===== src/inc/cfgload_cfg.svh =====
// Constants of the configuration word loader: offsets, fields, reset values.
// Assumes inclusion by bare name from design files; definitions only.
//
// Overview of operation
// RQ1 - Configuration registers map into program space from a fixed base F80000h.
// RQ2 - Addresses 800000h-FFFFFFh are configuration space, apart from user memory.
// RQ3 - Volatile variant reloads registers from flash words after every reset.
// RQ4 - Each flash word is a packed 16-bit image scattered into registers.
// RQ5 - Two to four flash configuration words are supported.
// RQ6 - Word one at last program word, others lower; fourth two below third.
// RQ7 - Bit reads zero when programmed, one when unprogrammed; value selects option.
// RQ8 - Volatile bits accept one write per reset; later writes blocked.
// RQ9 - Changing a loaded bit raises mismatch reset; rewriting flash word does not.
// RQ10 - Software keeps flash word upper byte all ones, a no-operation.
// RQ11 - Ones in the unimplemented upper byte change nothing.
// RQ12 - New flash word contents load after a software reset instruction.
// RQ13 - Nonvolatile bits sit in a separate block reached by table access only.
// RQ14 - Nonvolatile registers are 8 bits in the low byte of their address.
// RQ15 - Nonvolatile value takes effect immediately, no reset needed.
// RQ16 - Nonvolatile safety check still issues mismatch reset on disrupted contents.
// RQ17 - Segment-end select zero: page is start to top; one: page zero to page.
// RQ18 - Segment-protect disable governs segment and last page; last-page bit independent.
// RQ19 - Field widths: boot security 3, clock monitor 2, oscillator 3, mode 2, postscaler 4.
// RQ20 - Pin-mapping lock picks one run-time remap or unrestricted remaps.
// RQ21 - Core held in reset until the load sequence finishes.
`ifndef CFGLOAD_CFG_SVH
`define CFGLOAD_CFG_SVH
// ---------------------------------------------------------------
// Address map
// ---------------------------------------------------------------
`define CFG_BASE_ADDR 24'hF80000
`define CFG_SPACE_LO 24'h800000
`define CFG_OFS_BOOT 24'hF80000
`define CFG_OFS_GSEG 24'hF80004
`define CFG_OFS_OSEL 24'hF80006
`define CFG_OFS_OSC 24'hF80008
`define CFG_OFS_WDT 24'hF8000A
`define CFG_OFS_RST 24'hF8000C
`define CFG_OFS_DBG 24'hF8000E
`define CFG_OFS_DSLP 24'hF80010
`define CFG_WORD_STEP 24'h000002
`define CFG_WORD4_GAP 24'h000002
`define CFG_LAST_PM_WORD 24'h00ABFE
// ---------------------------------------------------------------
// Field positions inside the 8-bit registers
// ---------------------------------------------------------------
`define FLD_BSS_LSB 1
`define FLD_PPF_LSB 0
`define FLD_SEND_BIT 0
`define FLD_LPP_BIT 1
`define FLD_SPD_BIT 2
`define FLD_NOSC_LSB 0
`define FLD_CKSM_LSB 6
`define FLD_POSC_LSB 0
`define FLD_LOCK_BIT 5
`define FLD_WDPS_LSB 0
`define CFG_REG_RESET 8'hFF
`define CFG_NUM_WORDS 4
`endif


===== src/inc/cfgload_pkg.sv =====
// Types of the configuration word loader.
// Assumes the constants header is compiled alongside.
`default_nettype none
package cfgload_pkg;
  typedef enum logic [2:0] {ST_RESET, ST_REQ, ST_WAIT, ST_NEXT, ST_RUN} load_state_e;
  typedef logic [7:0] cfg_byte_t;
  typedef logic [15:0] cfg_word_t;
  typedef logic [23:0] cfg_addr_t;
endpackage
`default_nettype wire


===== src/inc/cfg_field_if.sv =====
// Carrier of one write-once configuration register's write and state.
// Assumes one clock domain shared by both ends.
`timescale 1ns/10ps
`default_nettype none
interface cfg_field_if;
  logic wr_en;
  logic [7:0] wr_data;
  logic [7:0] value;
  logic mismatch;
  modport ctl (output wr_en, output wr_data, input value, input mismatch);
  modport reg_end (input wr_en, input wr_data, output value, output mismatch);
endinterface
`default_nettype wire


===== src/design/config_word_loader.sv =====
// Configuration loader: fetches flash words on reset, holds write-once bytes.
// Assumes flash answers a read with a one-cycle valid; table access synchronous.
`timescale 1ns/10ps
`default_nettype none
`include "cfgload_cfg.svh"
module config_word_loader (
  // Clock and reset
  input wire logic CLK,
  input wire logic RST,
  input wire logic CE,
  // Variant and word count
  input wire logic NONVOLATILE,
  input wire logic [2:0] NUM_WORDS,
  input wire logic SOFT_RESET,
  input wire logic NV_DISRUPT,
  // Flash read port
  output logic FLASH_RD,
  output logic [23:0] FLASH_ADDR,
  input wire logic FLASH_VALID,
  input wire logic [23:0] FLASH_DATA,
  // Table access
  input wire logic TBL_WR,
  input wire logic TBL_RD,
  input wire logic [23:0] TBL_ADDR,
  input wire logic [7:0] TBL_WDATA,
  output logic [23:0] TBL_RDATA,
  output logic TBL_RVALID,
  // Resets and decoded options
  output logic CORE_RESET,
  output logic CONFIG_MISMATCH_RESET,
  output logic [2:0] BOOT_SEGMENT_SECURITY,
  output logic [1:0] CLOCK_SWITCH_MONITOR_SEL,
  output logic [2:0] INITIAL_OSCILLATOR_SEL,
  output logic [1:0] PRIMARY_OSCILLATOR_MODE,
  output logic [3:0] WATCHDOG_POSTSCALER,
  output logic PIN_MAPPING_LOCK,
  output logic [7:0] PROTECT_PAGE_FIELD,
  output logic SEGMENT_END_SELECT,
  output logic SEGMENT_PROTECT_ENABLE,
  output logic LAST_PAGE_PROTECT
);
  cfgload_pkg::load_state_e state_r;
  logic [1:0] word_idx_r;
  logic [2:0] nwords;
  logic [7:0] lo_b;
  logic [7:0] hi_b;
  logic [7:0] vals [8];
  logic [7:0] mm;
  logic any_mm;
  logic loading;
  logic tbl_hit;
  logic [2:0] tbl_idx;
  cfg_field_if fi [8] ();
  // ---------------------------------------------------------------
  // Word count and scatter
  // ---------------------------------------------------------------
  // Counts outside two to four are clamped
  assign nwords = (NUM_WORDS < 3'd2) ? 3'd2 : (NUM_WORDS > 3'd4) ? 3'd4 : NUM_WORDS; // RQ5
  assign loading = (state_r != cfgload_pkg::ST_RUN);
  cfg_word_scatter u_scatter (
    .word(FLASH_DATA[15:0]),
    .lo_byte(lo_b),
    .hi_byte(hi_b)
  );
  // Table decode: low byte of each register address only
  assign tbl_hit = (TBL_ADDR >= `CFG_SPACE_LO)
    && (TBL_ADDR[23:5] == 19'(`CFG_BASE_ADDR >> 5)); // RQ2 RQ13
  always_comb begin
    tbl_idx = 3'd0;
    unique case (TBL_ADDR)
      `CFG_OFS_BOOT: tbl_idx = 3'd0; // RQ1
      `CFG_OFS_GSEG: tbl_idx = 3'd1;
      `CFG_OFS_OSEL: tbl_idx = 3'd2;
      `CFG_OFS_OSC: tbl_idx = 3'd3;
      `CFG_OFS_WDT: tbl_idx = 3'd4;
      `CFG_OFS_RST: tbl_idx = 3'd5;
      `CFG_OFS_DBG: tbl_idx = 3'd6;
      `CFG_OFS_DSLP: tbl_idx = 3'd7;
      default: tbl_idx = 3'd0;
    endcase
  end
  wire tbl_valid_addr = tbl_hit && (TBL_ADDR[0] == 1'b0) && (TBL_ADDR <= `CFG_OFS_DSLP)
    && (TBL_ADDR != 24'hF80002); // RQ14
  // ---------------------------------------------------------------
  // Register bank
  // ---------------------------------------------------------------
  genvar g;
  generate
    for (g = 0; g < 8; g++) begin : gen_reg
      logic ld;
      // Word k fills bytes 2k and 2k+1
      assign ld = loading && FLASH_VALID && (state_r == cfgload_pkg::ST_WAIT)
        && (word_idx_r == 2'(g / 2));
      assign fi[g].wr_en = ld || (!loading && TBL_WR && tbl_valid_addr && tbl_idx == 3'(g));
      assign fi[g].wr_data = ld ? ((g % 2 == 0) ? lo_b : hi_b) : TBL_WDATA;
      assign vals[g] = fi[g].value;
      assign mm[g] = fi[g].mismatch;
      cfg_once_reg u_reg (
        .clk(CLK),
        .rst(RST),
        .ce(CE),
        .nonvolatile(NONVOLATILE),
        .clear_lock(state_r == cfgload_pkg::ST_RESET),
        .fi(fi[g])
      );
    end
  endgenerate
  assign any_mm = |mm;
  // ---------------------------------------------------------------
  // Load sequence
  // ---------------------------------------------------------------
  always_ff @(posedge CLK or posedge RST) begin
    if (RST) begin
      state_r <= cfgload_pkg::ST_RESET;
      word_idx_r <= 2'd0;
    end else if (CE) begin
      unique case (state_r)
        cfgload_pkg::ST_RESET: begin
          word_idx_r <= 2'd0;
          // Nonvolatile contents are already live
          state_r <= NONVOLATILE ? cfgload_pkg::ST_RUN : cfgload_pkg::ST_REQ; // RQ3
        end
        cfgload_pkg::ST_REQ: state_r <= cfgload_pkg::ST_WAIT;
        cfgload_pkg::ST_WAIT: if (FLASH_VALID) begin
          state_r <= cfgload_pkg::ST_NEXT;
        end
        cfgload_pkg::ST_NEXT: begin
          if ({1'b0, word_idx_r} + 3'd1 >= nwords) begin
            state_r <= cfgload_pkg::ST_RUN;
          end else begin
            word_idx_r <= word_idx_r + 2'd1;
            state_r <= cfgload_pkg::ST_REQ;
          end
        end
        cfgload_pkg::ST_RUN: begin
          // Mismatch, soft reset or nonvolatile disturbance return to ST_RESET; only the volatile variant then reloads
          if (SOFT_RESET || any_mm || (NONVOLATILE && NV_DISRUPT)) begin // RQ9 RQ12 RQ16
            state_r <= cfgload_pkg::ST_RESET;
          end
        end
      endcase
    end
  end
  // ---------------------------------------------------------------
  // Flash port
  // ---------------------------------------------------------------
  always_ff @(posedge CLK or posedge RST) begin
    if (RST) begin
      FLASH_RD <= 1'b0;
      FLASH_ADDR <= 24'h000000;
    end else if (CE) begin
      FLASH_RD <= (state_r == cfgload_pkg::ST_REQ);
      if (state_r == cfgload_pkg::ST_REQ) begin
        // Fourth word two below third, so a uniform step applies
        FLASH_ADDR <= `CFG_LAST_PM_WORD - (24'(word_idx_r) * `CFG_WORD_STEP); // RQ6
      end
    end
  end
  // ---------------------------------------------------------------
  // Reset outputs
  // ---------------------------------------------------------------
  always_ff @(posedge CLK or posedge RST) begin
    if (RST) begin
      CORE_RESET <= 1'b1;
      CONFIG_MISMATCH_RESET <= 1'b0;
    end else if (CE) begin
      CORE_RESET <= (state_r != cfgload_pkg::ST_RUN) || SOFT_RESET; // RQ21
      CONFIG_MISMATCH_RESET <= (state_r == cfgload_pkg::ST_RUN)
        && (any_mm || (NONVOLATILE && NV_DISRUPT)); // RQ9 RQ16
    end
  end
  // ---------------------------------------------------------------
  // Table read
  // ---------------------------------------------------------------
  always_ff @(posedge CLK or posedge RST) begin
    if (RST) begin
      TBL_RDATA <= 24'h000000;
      TBL_RVALID <= 1'b0;
    end else if (CE) begin
      TBL_RVALID <= TBL_RD;
      // Upper bytes read zero
      TBL_RDATA <= (TBL_RD && tbl_valid_addr) ? {16'h0000, vals[tbl_idx]} : 24'h000000; // RQ14
    end
  end
  // ---------------------------------------------------------------
  // Decoded options
  // ---------------------------------------------------------------
  always_ff @(posedge CLK or posedge RST) begin
    if (RST) begin
      BOOT_SEGMENT_SECURITY <= 3'h7;
      CLOCK_SWITCH_MONITOR_SEL <= 2'h3;
      INITIAL_OSCILLATOR_SEL <= 3'h7;
      PRIMARY_OSCILLATOR_MODE <= 2'h3;
      WATCHDOG_POSTSCALER <= 4'hF;
      PIN_MAPPING_LOCK <= 1'b1;
      PROTECT_PAGE_FIELD <= 8'hFF;
      SEGMENT_END_SELECT <= 1'b1;
      SEGMENT_PROTECT_ENABLE <= 1'b0;
      LAST_PAGE_PROTECT <= 1'b0;
    end else if (CE) begin
      BOOT_SEGMENT_SECURITY <= vals[0][`FLD_BSS_LSB +: 3]; // RQ19
      PROTECT_PAGE_FIELD <= vals[1];
      SEGMENT_END_SELECT <= vals[6][`FLD_SEND_BIT]; // RQ17
      // Programmed (zero) disable bit means protection on
      SEGMENT_PROTECT_ENABLE <= !vals[6][`FLD_SPD_BIT]; // RQ18 RQ7
      LAST_PAGE_PROTECT <= !vals[6][`FLD_LPP_BIT]; // RQ18
      INITIAL_OSCILLATOR_SEL <= vals[2][`FLD_NOSC_LSB +: 3]; // RQ19
      CLOCK_SWITCH_MONITOR_SEL <= vals[3][`FLD_CKSM_LSB +: 2];
      PRIMARY_OSCILLATOR_MODE <= vals[3][`FLD_POSC_LSB +: 2];
      PIN_MAPPING_LOCK <= vals[3][`FLD_LOCK_BIT]; // RQ20
      WATCHDOG_POSTSCALER <= vals[4][`FLD_WDPS_LSB +: 4];
    end
  end
  // ---------------------------------------------------------------
  // Checks
  // ---------------------------------------------------------------
  a_core_held: assert property (@(posedge CLK) disable iff (RST) // RQ21
    (CE && state_r != cfgload_pkg::ST_RUN) |=> CORE_RESET)
    else $error("core released during load");
  a_mismatch_fires: assert property (@(posedge CLK) disable iff (RST) // RQ9
    (CE && state_r == cfgload_pkg::ST_RUN && any_mm) |=> CONFIG_MISMATCH_RESET)
    else $error("mismatch reset missing");
  a_word_addr: assert property (@(posedge CLK) disable iff (RST) // RQ6
    (CE && state_r == cfgload_pkg::ST_REQ && word_idx_r == 2'd0)
    |=> FLASH_ADDR == `CFG_LAST_PM_WORD)
    else $error("first word address wrong");
  a_load_reloads: assert property (@(posedge CLK) disable iff (RST) // RQ12
    (CE && state_r == cfgload_pkg::ST_RUN && SOFT_RESET)
    |=> state_r == cfgload_pkg::ST_RESET)
    else $error("soft reset did not reload");
  a_nv_immediate: assert property (@(posedge CLK) disable iff (RST) // RQ15
    (CE && NONVOLATILE && fi[0].wr_en) |=> vals[0] == $past(fi[0].wr_data))
    else $error("nonvolatile write not immediate");
  a_read_upper_zero: assert property (@(posedge CLK) disable iff (RST) // RQ14
    TBL_RVALID |-> TBL_RDATA[23:8] == 16'h0000)
    else $error("table read upper bits set");
  a_nv_disrupt: assert property (@(posedge CLK) disable iff (RST) // RQ16
    (CE && NONVOLATILE && NV_DISRUPT && state_r == cfgload_pkg::ST_RUN)
    |=> CONFIG_MISMATCH_RESET)
    else $error("disruption ignored");
  a_first_load: assert property (@(posedge CLK) disable iff (RST) // RQ3
    (CE && !NONVOLATILE && state_r == cfgload_pkg::ST_RESET)
    |=> state_r == cfgload_pkg::ST_REQ)
    else $error("load not started");
  c_load_done: cover property (@(posedge CLK) disable iff (RST)
    state_r == cfgload_pkg::ST_NEXT ##1 state_r == cfgload_pkg::ST_RUN);
  c_mismatch: cover property (@(posedge CLK) disable iff (RST) CONFIG_MISMATCH_RESET);
  c_tbl_read: cover property (@(posedge CLK) disable iff (RST) TBL_RVALID && tbl_valid_addr);
  c_nv_write: cover property (@(posedge CLK) disable iff (RST)
    NONVOLATILE && TBL_WR && tbl_valid_addr && state_r == cfgload_pkg::ST_RUN);
  c_soft_reload: cover property (@(posedge CLK) disable iff (RST)
    CE && SOFT_RESET && state_r == cfgload_pkg::ST_RUN);
  // ---------------------------------------------------------------
  // Load sequence checks
  // ---------------------------------------------------------------
  // One read outstanding, so the strobe never stands two cycles
  a_flash_pulse: assert property (@(posedge CLK) disable iff (RST) // RQ3
    (CE && FLASH_RD) |=> !FLASH_RD)
    else $error("flash read strobe held");
  a_word0_scatter: assert property (@(posedge CLK) disable iff (RST) // RQ4
    (CE && state_r == cfgload_pkg::ST_WAIT && FLASH_VALID && word_idx_r == 2'h0)
    |=> vals[0] == $past(FLASH_DATA[7:0]) && vals[1] == $past(FLASH_DATA[15:8]))
    else $error("first word not scattered");
  a_word1_scatter: assert property (@(posedge CLK) disable iff (RST) // RQ4
    (CE && state_r == cfgload_pkg::ST_WAIT && FLASH_VALID && word_idx_r == 2'h1)
    |=> vals[2] == $past(FLASH_DATA[7:0]) && vals[3] == $past(FLASH_DATA[15:8]))
    else $error("second word not scattered");
  a_word4_addr: assert property (@(posedge CLK) disable iff (RST) // RQ6
    (CE && state_r == cfgload_pkg::ST_REQ && word_idx_r == 2'h3)
    |=> FLASH_ADDR == `CFG_LAST_PM_WORD - (`CFG_WORD_STEP * 24'h000002) - `CFG_WORD4_GAP)
    else $error("fourth word address wrong");
  a_min_words: assert property (@(posedge CLK) disable iff (RST) // RQ5
    (CE && state_r == cfgload_pkg::ST_NEXT && word_idx_r == 2'h0)
    |=> state_r == cfgload_pkg::ST_REQ)
    else $error("fewer than two words loaded");
  a_max_words: assert property (@(posedge CLK) disable iff (RST) // RQ5
    (CE && state_r == cfgload_pkg::ST_NEXT && word_idx_r == 2'h3)
    |=> state_r == cfgload_pkg::ST_RUN)
    else $error("more than four words loaded");
  a_load_quiet: assert property (@(posedge CLK) disable iff (RST) // RQ8
    (CE && state_r == cfgload_pkg::ST_REQ) |=> $stable(vals[7]))
    else $error("register changed between words");
  a_core_release: assert property (@(posedge CLK) disable iff (RST) // RQ21
    (CE && state_r == cfgload_pkg::ST_RUN && !SOFT_RESET) |=> !CORE_RESET)
    else $error("core held after load");
  // ---------------------------------------------------------------
  // Write-once and table checks
  // ---------------------------------------------------------------
  a_once_blocked: assert property (@(posedge CLK) disable iff (RST) // RQ8
    (CE && !NONVOLATILE && state_r == cfgload_pkg::ST_RUN)
    |=> $stable(vals[0]))
    else $error("locked byte overwritten");
  a_cmr_pulse: assert property (@(posedge CLK) disable iff (RST) // RQ9
    (CE && CONFIG_MISMATCH_RESET) |=> !CONFIG_MISMATCH_RESET)
    else $error("mismatch reset held");
  a_nv_no_load: assert property (@(posedge CLK) disable iff (RST) // RQ15
    (CE && NONVOLATILE && state_r == cfgload_pkg::ST_RESET) |=> state_r == cfgload_pkg::ST_RUN)
    else $error("nonvolatile variant loaded flash");
  a_nv_any_write: assert property (@(posedge CLK) disable iff (RST) // RQ15
    (CE && NONVOLATILE && state_r == cfgload_pkg::ST_RUN && TBL_WR && tbl_valid_addr)
    |=> vals[$past(tbl_idx)] == $past(TBL_WDATA))
    else $error("nonvolatile write lost");
  a_tbl_rvalid: assert property (@(posedge CLK) disable iff (RST) // RQ13
    (CE && TBL_RD) |=> TBL_RVALID)
    else $error("table read not answered");
  a_tbl_unmapped: assert property (@(posedge CLK) disable iff (RST) // RQ14
    (CE && TBL_RD && !tbl_valid_addr)
    |=> TBL_RDATA == 24'h000000)
    else $error("unmapped table read not zero");
endmodule
`default_nettype wire


===== src/design/cfg_once_reg.sv =====
// One 8-bit configuration register with write-once or nonvolatile mode.
// Assumes load writes come first after reset in the volatile mode.
`timescale 1ns/10ps
`default_nettype none
`include "cfgload_cfg.svh"
module cfg_once_reg (
  // Clock and reset
  input wire logic clk,
  input wire logic rst,
  input wire logic ce,
  input wire logic nonvolatile,
  input wire logic clear_lock,
  // Register side
  cfg_field_if.reg_end fi
);
  logic [7:0] value_r;
  logic written_r;
  // ---------------------------------------------------------------
  // Storage
  // ---------------------------------------------------------------
  always_ff @(posedge clk or posedge rst) begin
    if (rst) begin
      value_r <= `CFG_REG_RESET; // RQ7
    end else if (ce && fi.wr_en && (nonvolatile || !written_r)) begin
      value_r <= fi.wr_data; // RQ15
    end
  end
  always_ff @(posedge clk or posedge rst) begin
    if (rst) begin
      written_r <= 1'b0;
    end else if (ce) begin
      if (clear_lock) begin
        written_r <= 1'b0;
      end else if (fi.wr_en) begin
        written_r <= 1'b1; // RQ8
      end
    end
  end
  // Blocked change attempt on a locked volatile bit
  assign fi.value = value_r;
  assign fi.mismatch = !nonvolatile && written_r && fi.wr_en && (fi.wr_data != value_r); // RQ9
endmodule
`default_nettype wire


===== src/design/cfg_word_scatter.sv =====
// Scatters one packed flash word into two configuration bytes.
// Assumes caller picks the target byte indexes per word.
`timescale 1ns/10ps
`default_nettype none
module cfg_word_scatter (
  // Packed image
  input wire logic [15:0] word,
  // Scattered bytes
  output logic [7:0] lo_byte,
  output logic [7:0] hi_byte
);
  // Upper byte of the 24-bit flash word is never read here
  assign lo_byte = word[7:0]; // RQ4 RQ11
  assign hi_byte = word[15:8];
endmodule
`default_nettype wire


===== config.mk =====
export PLATFORM = sky130hd
export DESIGN_NAME = config_word_loader
export DESIGN_NICKNAME = d
export VERILOG_FILES = /design/src/inc/cfgload_pkg.sv /design/src/inc/cfg_field_if.sv /design/src/design/config_word_loader.sv /design/src/design/cfg_once_reg.sv /design/src/design/cfg_word_scatter.sv
export VERILOG_INCLUDE_DIRS = /design/src /design/src/inc
export SDC_FILE = /design/constraint.sdc
export NUM_CORES = 1
export LEC_CHECK = 0
export BUFFER_PORTS_ARGS = -buffer_cell sky130_fd_sc_hd__buf_4
export CAP_MARGIN = 10
export CORE_AREA = 2 2 167 169
export CTS_BUF_LIST = sky130_fd_sc_hd__clkbuf_4
export CTS_CLUSTER_DIAMETER = 60
export CTS_CLUSTER_SIZE = 8
export DETAILED_ROUTE_END_ITERATION = 10
export DIE_AREA = 0 0 169 171
export GPL_ROUTABILITY_DRIVEN = 0
export HOLD_SLACK_MARGIN = 0.08
export PLACE_DENSITY = 0.56
export SLEW_MARGIN = 20
export SYNTH_ARGS = -nofsm -noshare
export SYNTH_HDL_FRONTEND = slang
export SYNTH_SLANG_ARGS = --single-unit

===== constraint.sdc =====
create_clock -name CLK -period 3.26 [get_ports CLK]
set_input_delay 0.489 -clock CLK [delete_from_list [all_inputs] [get_ports CLK]]
set_output_delay 0.489 -clock CLK [all_outputs]
set_load 0.1 [all_outputs]

# After elaboration in Yosys (flattened, before gate mapping)
# Index checks and enable logic that the tools add are counted.
# totals
elab_cells	237
regBits	155
# op_classes
n_bitwise	2
order_cmp	6
n_addsub	3
n_reduce_logical	119
n_mux	38
n_eq_ne	35
# ops
op	count
$eq 24x24->1 const B	7
$mux 8	11
$ne 8x8->1	8
$logic_and 1x1->1	63
$bmux 8 s3	1
$ge 24x24->1 const B	1
$le 24x24->1 const B	1
$ne 24x24->1 const B	1
$pmux 3 s7	1
$logic_or 1x1->1	20
$eq 19x19->1 const B	1
$mux 3	6
$reduce_and 2->1	9
$reduce_bool 2->1	9
$sub 16x3->17 const A	1
$mux 1	16
$eq 3x3->1 const B	5
$pmux 3 s5	1
$eq 3x2->1 const B	4
$logic_not 1->1	12
$reduce_or 8->1	1
$eq 3x1->1 const B	2
$logic_not 3->1	2
$ne 2x2->1 const B	3
other kinds (15)	17

# Depth between registers and ports, before layout
# Gate-level depths: netlist of the first run.
# logic_depth
word_depth	15
mapped_depth	11
depth_no_buf	11

# Modules after synthesis
# A second synthesis of the first run with hierarchy kept.
# unflattened
cells_unflattened	825
hier_area_um2	7816.2
# modules_own_cells
mod	cells_each	area_each_um2	seq_area_each_um2	instances
config_word_loader	529	3932.5	1182.4	1
cfg_once_reg	35	470.5	235.2	8
cfg_word_scatter	16	120.1	0.0	1

# Worst setup path after synthesis of the first run
# No wires, ideal clock.
# synth_path
kind	input to register
from	in TBL_ADDR[8]
to	reg TBL_RDATA[1]
path_slack_ps	721
n_path_buf	1
arrival_ps	2404
path_stages	8
t_required_ps	3125
path_cell_list	nor4_2 > and4b_1 > nand2_1 > nor2_1 > clkbuf_1 > mux2_2 > o21ai_0 > o22ai_1
# synth_between
elab_chain_len	7
word_cells_on_any_way	22
cone_classes	order compare: 2; eq/ne: 9; mux: 5; bitwise: 1; reduce/logical: 5
# synth_lines
element	line_no	source
from (decl)	config_word_loader.sv:24	input wire logic [23:0] TBL_ADDR,
$eq 24x24->1, or another cell as far along	config_word_loader.sv:70	unique case (TBL_ADDR)
$pmux 3 s7 or $logic_and 1x1->1 (tied branches)	config_word_loader.sv:70, config_word_loader.sv:66	
$not 3->4 (implied by the code) or $logic_and 1x1->1 (tied branches)	config_word_loader.sv:182, config_word_loader.sv:82	
$bmux 8 s3 or $logic_and 1x1->1 (tied branches)	config_word_loader.sv:182, config_word_loader.sv:82	
$mux 8 (implied by the code) or $logic_and 1x1->1 (tied branches)	config_word_loader.sv:182, config_word_loader.sv:82	
$mux 8 (implied by the code) or $logic_and 1x1->1 (tied branches)	config_word_loader.sv:182	TBL_RDATA <= (TBL_RD && tbl_valid_addr) ? {16'h0000, vals[tbl_idx]} : 24'h000000;
$mux 8 (*)	config_word_loader.sv:182	
to (signal assigned)	config_word_loader.sv:182	
to (decl)	config_word_loader.sv:26	output logic [23:0] TBL_RDATA,
# Every way passes the cells marked *; elsewhere a longest branch is shown, timed or not. The select of a mux whose other input is x is not followed.
# A chain may end at the register's enable or synchronous reset.

# Worst setup path in the final report of the first run
# layout_path
from	reg state_r[1]
to	reg CONFIG_MISMATCH_RESET
# layout_between
elab_chain_len	11
word_cells_on_any_way	63
cone_classes	eq/ne: 11; mux: 8; reduce/logical: 44
# layout_lines
element	line_no	source
from (decl)	config_word_loader.sv:42	cfgload_pkg::load_state_e state_r;
from (signal assigned)	config_word_loader.sv:114	state_r <= cfgload_pkg::ST_RESET;
from (signal assigned)	config_word_loader.sv:121	state_r <= NONVOLATILE ? cfgload_pkg::ST_RUN : cfgload_pkg::ST_REQ;
from (signal assigned)	config_word_loader.sv:123	cfgload_pkg::ST_REQ: state_r <= cfgload_pkg::ST_WAIT;
branches (longest 10 deep; another with $mux 8)	n/a	
$logic_and 1x1->1 (*)	config_word_loader.sv:169	&& (any_mm || (NONVOLATILE && NV_DISRUPT));
to (signal assigned)	config_word_loader.sv:168	CONFIG_MISMATCH_RESET <= (state_r == cfgload_pkg::ST_RUN)
to (decl)	config_word_loader.sv:30	output logic CONFIG_MISMATCH_RESET,
# Mark *: on every way between the ends.

==> reports/results.tsv, run 1 <==
stage	metric	value	unit
power_and_ir_drop	Design Power	7440	uW
critical_path	Startpoint Class	register	
synthesis	register area share after synthesis	0.384	
global_route	busiest layer in global routing	met2	
die	core area	0.0273	mm2
final_layout	Syn-to-layout area delta	18.1	%
final_layout	most common cell after layout, fill and taps aside	buf_4	
synthesis	Synth area leader	dfstp_2	
die	Die Wd	169	um
final_layout	fill cell count	2856	
clock_tree	CTS Buffer Depth	2	
power_and_ir_drop	peak supply drop	0.321	mV
synthesis	Synth Warn #	0	
clock_tree	setup repair bufs after CTS	0	
sta	worst setup margin	0.317	ns
final_layout	share of cells above drive strength 1	0.299	
sta	Worst Tran Pin Value	0.626	ns
placed_design	# port buffers	109	
critical_path	WP data arrival	3.43	ns
global_route	gr ovfl total	0	
global_route	initial antenna violation count	0	
synthesis	number of synthesized flops with an enable pin	0	
clock_tree	depth of the CTS H-tree	4	
global_route	met2 usage	0.297	
sta	Worst Skew	0.0212	ns
critical_path	Reg2Reg Setup Slack	0.32	ns
die	number of I/O pins	146	
synthesis	Synth Register Bits	118	
critical_path	r2r startpoint	state_r[1]$_DFFE_PP0P_	
drt	Vias	7409	
placed_design	DPL Wire Length	20.7	mm
die	initial core utilization	0.292	
sta	Slew headroom	0.582	
drt	Vias per Instance	5.41	
sta	final setup fails	0	
die	die area	0.0289	mm2
power_and_ir_drop	PwrDens	790	mW/mm2
die	die span in y	171	um
synthesis	Synth async-reset ratio	1.00	
critical_path	Critical Path RT	3.74	ns
critical_path	CP Capture Type	register	
sta	setup TNS	0	ns
global_route	GR Util met3	0.0407	
final_layout	Final #Nets	1085	
sta	Final min period	2.94	ns
sta	final cycle utilization of the critical path	0.903	
clock_tree	TritonCTS clock tree	yes	
critical_path	CP startpoint	state_r[1]$_DFFE_PP0P_	
global_route	vias in the first global route	7093	
drt	# DRC	0	
global_route	GRT Util Overall	0.190	
clock_tree	Clock Pin Slew Worst Setup and Hold Paths	0.12	ns
power_and_ir_drop	Leak Pwr	0.00392	uW
drt	TritonRoute pass-1 iters	6	
critical_path	Worst Reg2Reg Path Length in Cells	7	
die	row count	61	
drt	total wire length	27.5	mm
global_route	first-pass GRT wire length	42.0	mm
clock_tree	Root Driver	clkbuf_4	
placed_design	pre-CTS WS	0.259	ns
sta	RSZ-0062 raised after global routing	false	
critical_path	worst-path fanout max	8	
critical_path	CP Class	register to register	
worst_hold_path	Hold Path Class	input pin to register	
critical_path	FF-to-FF End	CONFIG_MISMATCH_RESET$_DFFE_PP0P_	
drt	Routed Antenna Nets	0	
drt	Avg WL per Cell	20.1	um
synthesis	synthesized area	0.00797	mm2
sta	max-slew violations	0	
job	Maximum Capacitance Violations	0	
clock_tree	worst-skew pair later-pin latency	0.58	ns
status	status	completed	
critical_path	Setup crit end	CONFIG_MISMATCH_RESET$_DFFE_PP0P_	
synthesis	Syn Inst Count	913	
synthesis	Distinct cells, synth	75	
sta	Fin. Hold Viols	0	
drt	DRT iter0 DRCs	594	
sta	fmax	0.340	GHz
synthesis	cells taking the most area after synthesis	dfstp_2, dfrtp_1, mux2_2	
synthesis	Most used DFF post-synth	dfstp_2	
clock_tree	CTS Sinks	118	
synthesis	syn avg cell area	8.73	um2
synthesis	area fraction of the dominant cell type after synthesis	0.293	
clock_tree	CTS Buf Count	17	
final_layout	n_diodes	0	
global_route	largest net degree at the start of global routing	64	
final_layout	most frequent cells in the layout	buf_4, dfstp_2, nand2_1, a21oi_1, inv_1	
global_route	M1 GR Usage	0.254	
metrics by stage:
stage,cell area [um2],std cells,hold slack [ns],utilization
2_1_floorplan,8080,940,0.452,-
3_3_place_gp,9110,1336,0.467,0.333
3_5_place_dp,9110,1336,0.473,0.333
4_1_cts,9410,1369,0.136,0.344
5_1_grt,9410,1369,0.130,0.344
6_report,9410,1369,0.169,0.344
layer usage:
metal	routed length, um	share of wire
met1	11800	0.43
met2	12400	0.45
met3	2140	0.078
met4	1080	0.039
met5	0	0
critical path: stages, from the launching register on:
cell and delay (ns):
dfrtp_1 0.49, and4bb_1 0.30, nand2_1 0.25, o41ai_1 0.63, a31oi_1 0.26, a221oi_1 0.38, nand4_1 0.26, a31o_1 0.28
worst min path at each step:
stage,slack [ns],to,cells after the start,start
final,0.17,TBL_RVALID$_DFFE_PP0P_,2,TBL_RD
after global routing,0.13,TBL_RVALID$_DFFE_PP0P_,2,TBL_RD
after CTS,0.14,TBL_RVALID$_DFFE_PP0P_,2,TBL_RD
after detailed placement,0.47,gen_reg[7].u_reg.fi.value[7]$_DFFE_PP1P_,2,gen_reg[7].u_reg.fi.value[7]$_DFFE_PP1P_
after global placement,0.47,gen_reg[7].u_reg.fi.value[7]$_DFFE_PP1P_,2,gen_reg[7].u_reg.fi.value[7]$_DFFE_PP1P_
after floorplan,0.45,gen_reg[7].u_reg.fi.value[7]$_DFFE_PP1P_,2,gen_reg[7].u_reg.fi.value[7]$_DFFE_PP1P_
synthesized netlist by cell type (all sizes together) (14+ instances only):
cell,number
o21ai,94
nand2,90
dfstp,89
a21oi,62
inv,58
buf,53
nor2,50
clkbuf,41
o22ai,34
mux2,31
xnor2,31
dfrtp,29
mux2i,27
xor2,27
nor3,17
nor2b,14
logic make-up after synthesis:
group                    share of synthesized area
XOR/XNOR                                    0.0637
buffers and inverters                       0.0910
flip-flops                                   0.384
AND/OR/NAND/NOR                              0.144
adder cells (fa/ha/maj)                     0.0110
AO/OA/AOI/OAI                                0.228
other                                     0.000470
multiplexers                                0.0777
sequential cells by signal (all words and copies together), names as in the netlist, 3 cells and up:
| name | cells |
|---|---|
| gen.u_reg.fi.value | 64 |
| PROTECT_PAGE_FIELD | 8 |
| TBL_RDATA | 8 |
| gen.u_reg.written_r | 8 |
| WATCHDOG_POSTSCALER | 4 |
| BOOT_SEGMENT_SECURITY | 3 |
| FLASH_ADDR | 3 |
| INITIAL_OSCILLATOR_SEL | 3 |
| state_r | 3 |
power breakdown:
group / internal [uW] / switching, uW / total (uW) / leakage (uW)
combinational: 1100 / 2320 / 3420 / 0.00248
clock: 518 / 622 / 1140 / 0.000142
sequential: 2250 / 630 / 2880 / 0.00130
total: 3870 / 3570 / 7440 / 0.00392
timing repair:
| action | 4_1_cts | 5_1_grt |
|---|---|---|
| endpoints found under the hold margin | 1 | 0 |
| resized for setup | 0 | 0 |
| hold buffers | 1 | 0 |
final cells by class:
cell class	count	area, um2	share of cell area
multi-input combinational	669	4280	0.455
sequential	118	3060	0.326
timing repair buffer	145	1120	0.119
tap	346	433	0.0460
inverter	59	225	0.0239
clock inverter	15	163	0.0173
clock buffer	17	128	0.0136
No activity file was read; power rests on OpenSTA's default activity.
==> run 2, diff against run 1 <==
Settings changed: MAX_ROUTING_LAYER set to met4.
==> run 2 against run 1 <==
Against the previous run:
- via count barely moved
- power fell by 0.10%
- sequential cell count did not move
- combinational power barely moved
- sequential share of layout area did not move
- non-clock buffer count did not move
- critical path depth rose by 2
- clock skew barely moved
- global-route usage rose by 0.56 points
==> reports/results.tsv, run 2 (synthesized netlist as in run 1, its figures left out) <==
stage	metric	value	unit	change
status	status	completed		unchanged
global_route	initial antenna violation count	0		unchanged
global_route	GRT Util Overall	0.196		was 0.190
drt	Routed Antenna Nets	0		unchanged
sta	Worst Skew	0.0215	ns	was 0.0212 ns
placed_design	DPL Wire Length	20.7	mm	unchanged
die	die area	0.0289	mm2	unchanged
critical_path	WP data arrival	3.38	ns	was 3.43 ns
clock_tree	depth of the CTS H-tree	4		unchanged
placed_design	pre-CTS WS	0.259	ns	unchanged
sta	fmax	0.345	GHz	was 0.340 GHz
critical_path	CP Class	register to register		unchanged
sta	Slew headroom	0.587		was 0.582
final_layout	share of cells above drive strength 1	0.299		unchanged
sta	final setup fails	0		unchanged
sta	worst setup margin	0.359	ns	was 0.317 ns
power_and_ir_drop	peak supply drop	0.321	mV	about the same
critical_path	CP Capture Type	register		unchanged
global_route	vias in the first global route	7092		was 7093
global_route	gr ovfl total	0		unchanged
die	core area	0.0273	mm2	unchanged
sta	max-slew violations	0		unchanged
critical_path	Startpoint Class	register		unchanged
power_and_ir_drop	PwrDens	789	mW/mm2	was 790 mW/mm2
drt	TritonRoute pass-1 iters	5		was 6
clock_tree	CTS Buf Count	17		unchanged
critical_path	worst-path fanout max	12		was 8
drt	Vias	7404		was 7409
sta	final cycle utilization of the critical path	0.890		was 0.903
drt	Vias per Instance	5.41		about the same
drt	Avg WL per Cell	19.9	um	was 20.1 um
final_layout	Syn-to-layout area delta	18.1	%	unchanged
global_route	first-pass GRT wire length	42.0	mm	about the same
die	number of I/O pins	146		unchanged
drt	# DRC	0		unchanged
final_layout	most frequent cells in the layout	buf_4, dfstp_2, nand2_1, a21oi_1, inv_1		unchanged
final_layout	max reg flops	64		unchanged
drt	total wire length	27.2	mm	was 27.5 mm
final_layout	post-route cell area	0.00941	mm2	unchanged
sta	setup TNS	0	ns	unchanged
power_and_ir_drop	Leak Pwr	0.00392	uW	unchanged
clock_tree	Post-CTS Resized	0		unchanged
sta	RSZ-0062 raised after global routing	false		unchanged
final_layout	Final #Nets	1085		unchanged
global_route	largest net degree at the start of global routing	64		unchanged
clock_tree	CTS Sinks	118		unchanged
final_layout	most common cell after layout, fill and taps aside	buf_4		unchanged
die	die span in y	171	um	unchanged
die	initial core utilization	0.292		unchanged
sta	Fin. Hold Viols	0		unchanged
clock_tree	worst-skew pair later-pin latency	0.57	ns	was 0.58 ns
placed_design	# port buffers	109		unchanged
worst_hold_path	Hold Path Class	input pin to register		unchanged
clock_tree	Root Driver	clkbuf_4		unchanged
final_layout	fill cell count	2856		unchanged
drt	DRT iter0 DRCs	550		was 594
clock_tree	Clock Pin Slew Worst Setup and Hold Paths	0.12	ns	about the same
final_layout	n_diodes	0		unchanged
critical_path	Critical Path RT	3.74	ns	about the same
clock_tree	CTS Buffer Depth	2		unchanged
sta	Worst Tran Pin Value	0.618	ns	was 0.626 ns
die	row count	61		unchanged
sta	Final min period	2.90	ns	was 2.94 ns
clock_tree	TritonCTS clock tree	yes		unchanged
die	Die Wd	169	um	unchanged
placed_design	placed inst area	0.00911	mm2	unchanged
job	Maximum Capacitance Violations	0		unchanged
run 2: cell counts in the layout (fill, tap and decap cells not counted):
Identical to the previous run, type by type.
run 2: final timing paths:
kind	start	end	slack [ns]	cells after the start
max	state_r[1]$_DFFE_PP0P_	CONFIG_MISMATCH_RESET$_DFFE_PP0P_	0.36	9
max in group asynchronous	RST	CLOCK_SWITCH_MONITOR_SEL[1]$_DFFE_PP1P_	2.46	3
min in group asynchronous	RST	gen_reg[6].u_reg.fi.value[4]$_DFFE_PP1P_	0.27	2
min	TBL_RD	TBL_RVALID$_DFFE_PP0P_	0.17	2
max reg2reg	state_r[1]$_DFFE_PP0P_	CONFIG_MISMATCH_RESET$_DFFE_PP0P_	0.36	9
min reg2reg	gen_reg[7].u_reg.fi.value[7]$_DFFE_PP1P_	gen_reg[7].u_reg.fi.value[7]$_DFFE_PP1P_	0.49	2
run 2: per-layer routing:
metal / global-route usage / share of wire / wire length, um / up-vias
met5: - / 0 / 0 / -
met1: 0.258 / 0.43 / 11700 / 3541
met2: 0.298 / 0.45 / 12300 / 373
li1: - / - / - / 3412
met3: 0.0349 / 0.077 / 2090 / 78
met4: 0.0844 / 0.042 / 1140 / 0
run 2: critical path, stage by stage (launching register included):
cell and delay [ns]:
dfrtp_1 0.48, and4bb_1 0.28, buf_4 0.19, and2_1 0.34, buf_4 0.25, a2111oi_0 0.41, o21ai_0 0.14, a41oi_1 0.23
nand4_1 0.20, a31o_1 0.28
run 2: report_power, final:
part | switching (uW) | total (uW) | internal, uW
sequential | 628 | 2870 | 2250
combinational | 2320 | 3420 | 1100
clock | 619 | 1140 | 518
run 2: layout make-up:
type / instances / area [um2] / area share
tap: 346 / 433 / 0.0460
clock inverter: 15 / 163 / 0.0173
clock buffer: 17 / 128 / 0.0136
sequential: 118 / 3060 / 0.326
timing repair buffer: 145 / 1120 / 0.119
inverter: 59 / 225 / 0.0239
multi-input combinational: 669 / 4280 / 0.455
run 2: timing repair:
item / in CTS / in global routing
hold endpoints to repair: 1 / 0
hold buffers: 1 / 0
setup buffers: 0 / 0
run 2: through the flow:
stage	utilization	instances	hold WS, ns	power [uW]
6_report	0.344	1369	0.168	7430
5_1_grt	0.344	1369	0.128	7880
4_1_cts	0.344	1369	0.136	7460
3_5_place_dp	0.333	1336	0.473	6300
3_3_place_gp	0.333	1336	0.467	6250
2_1_floorplan	-	940	0.452	5380
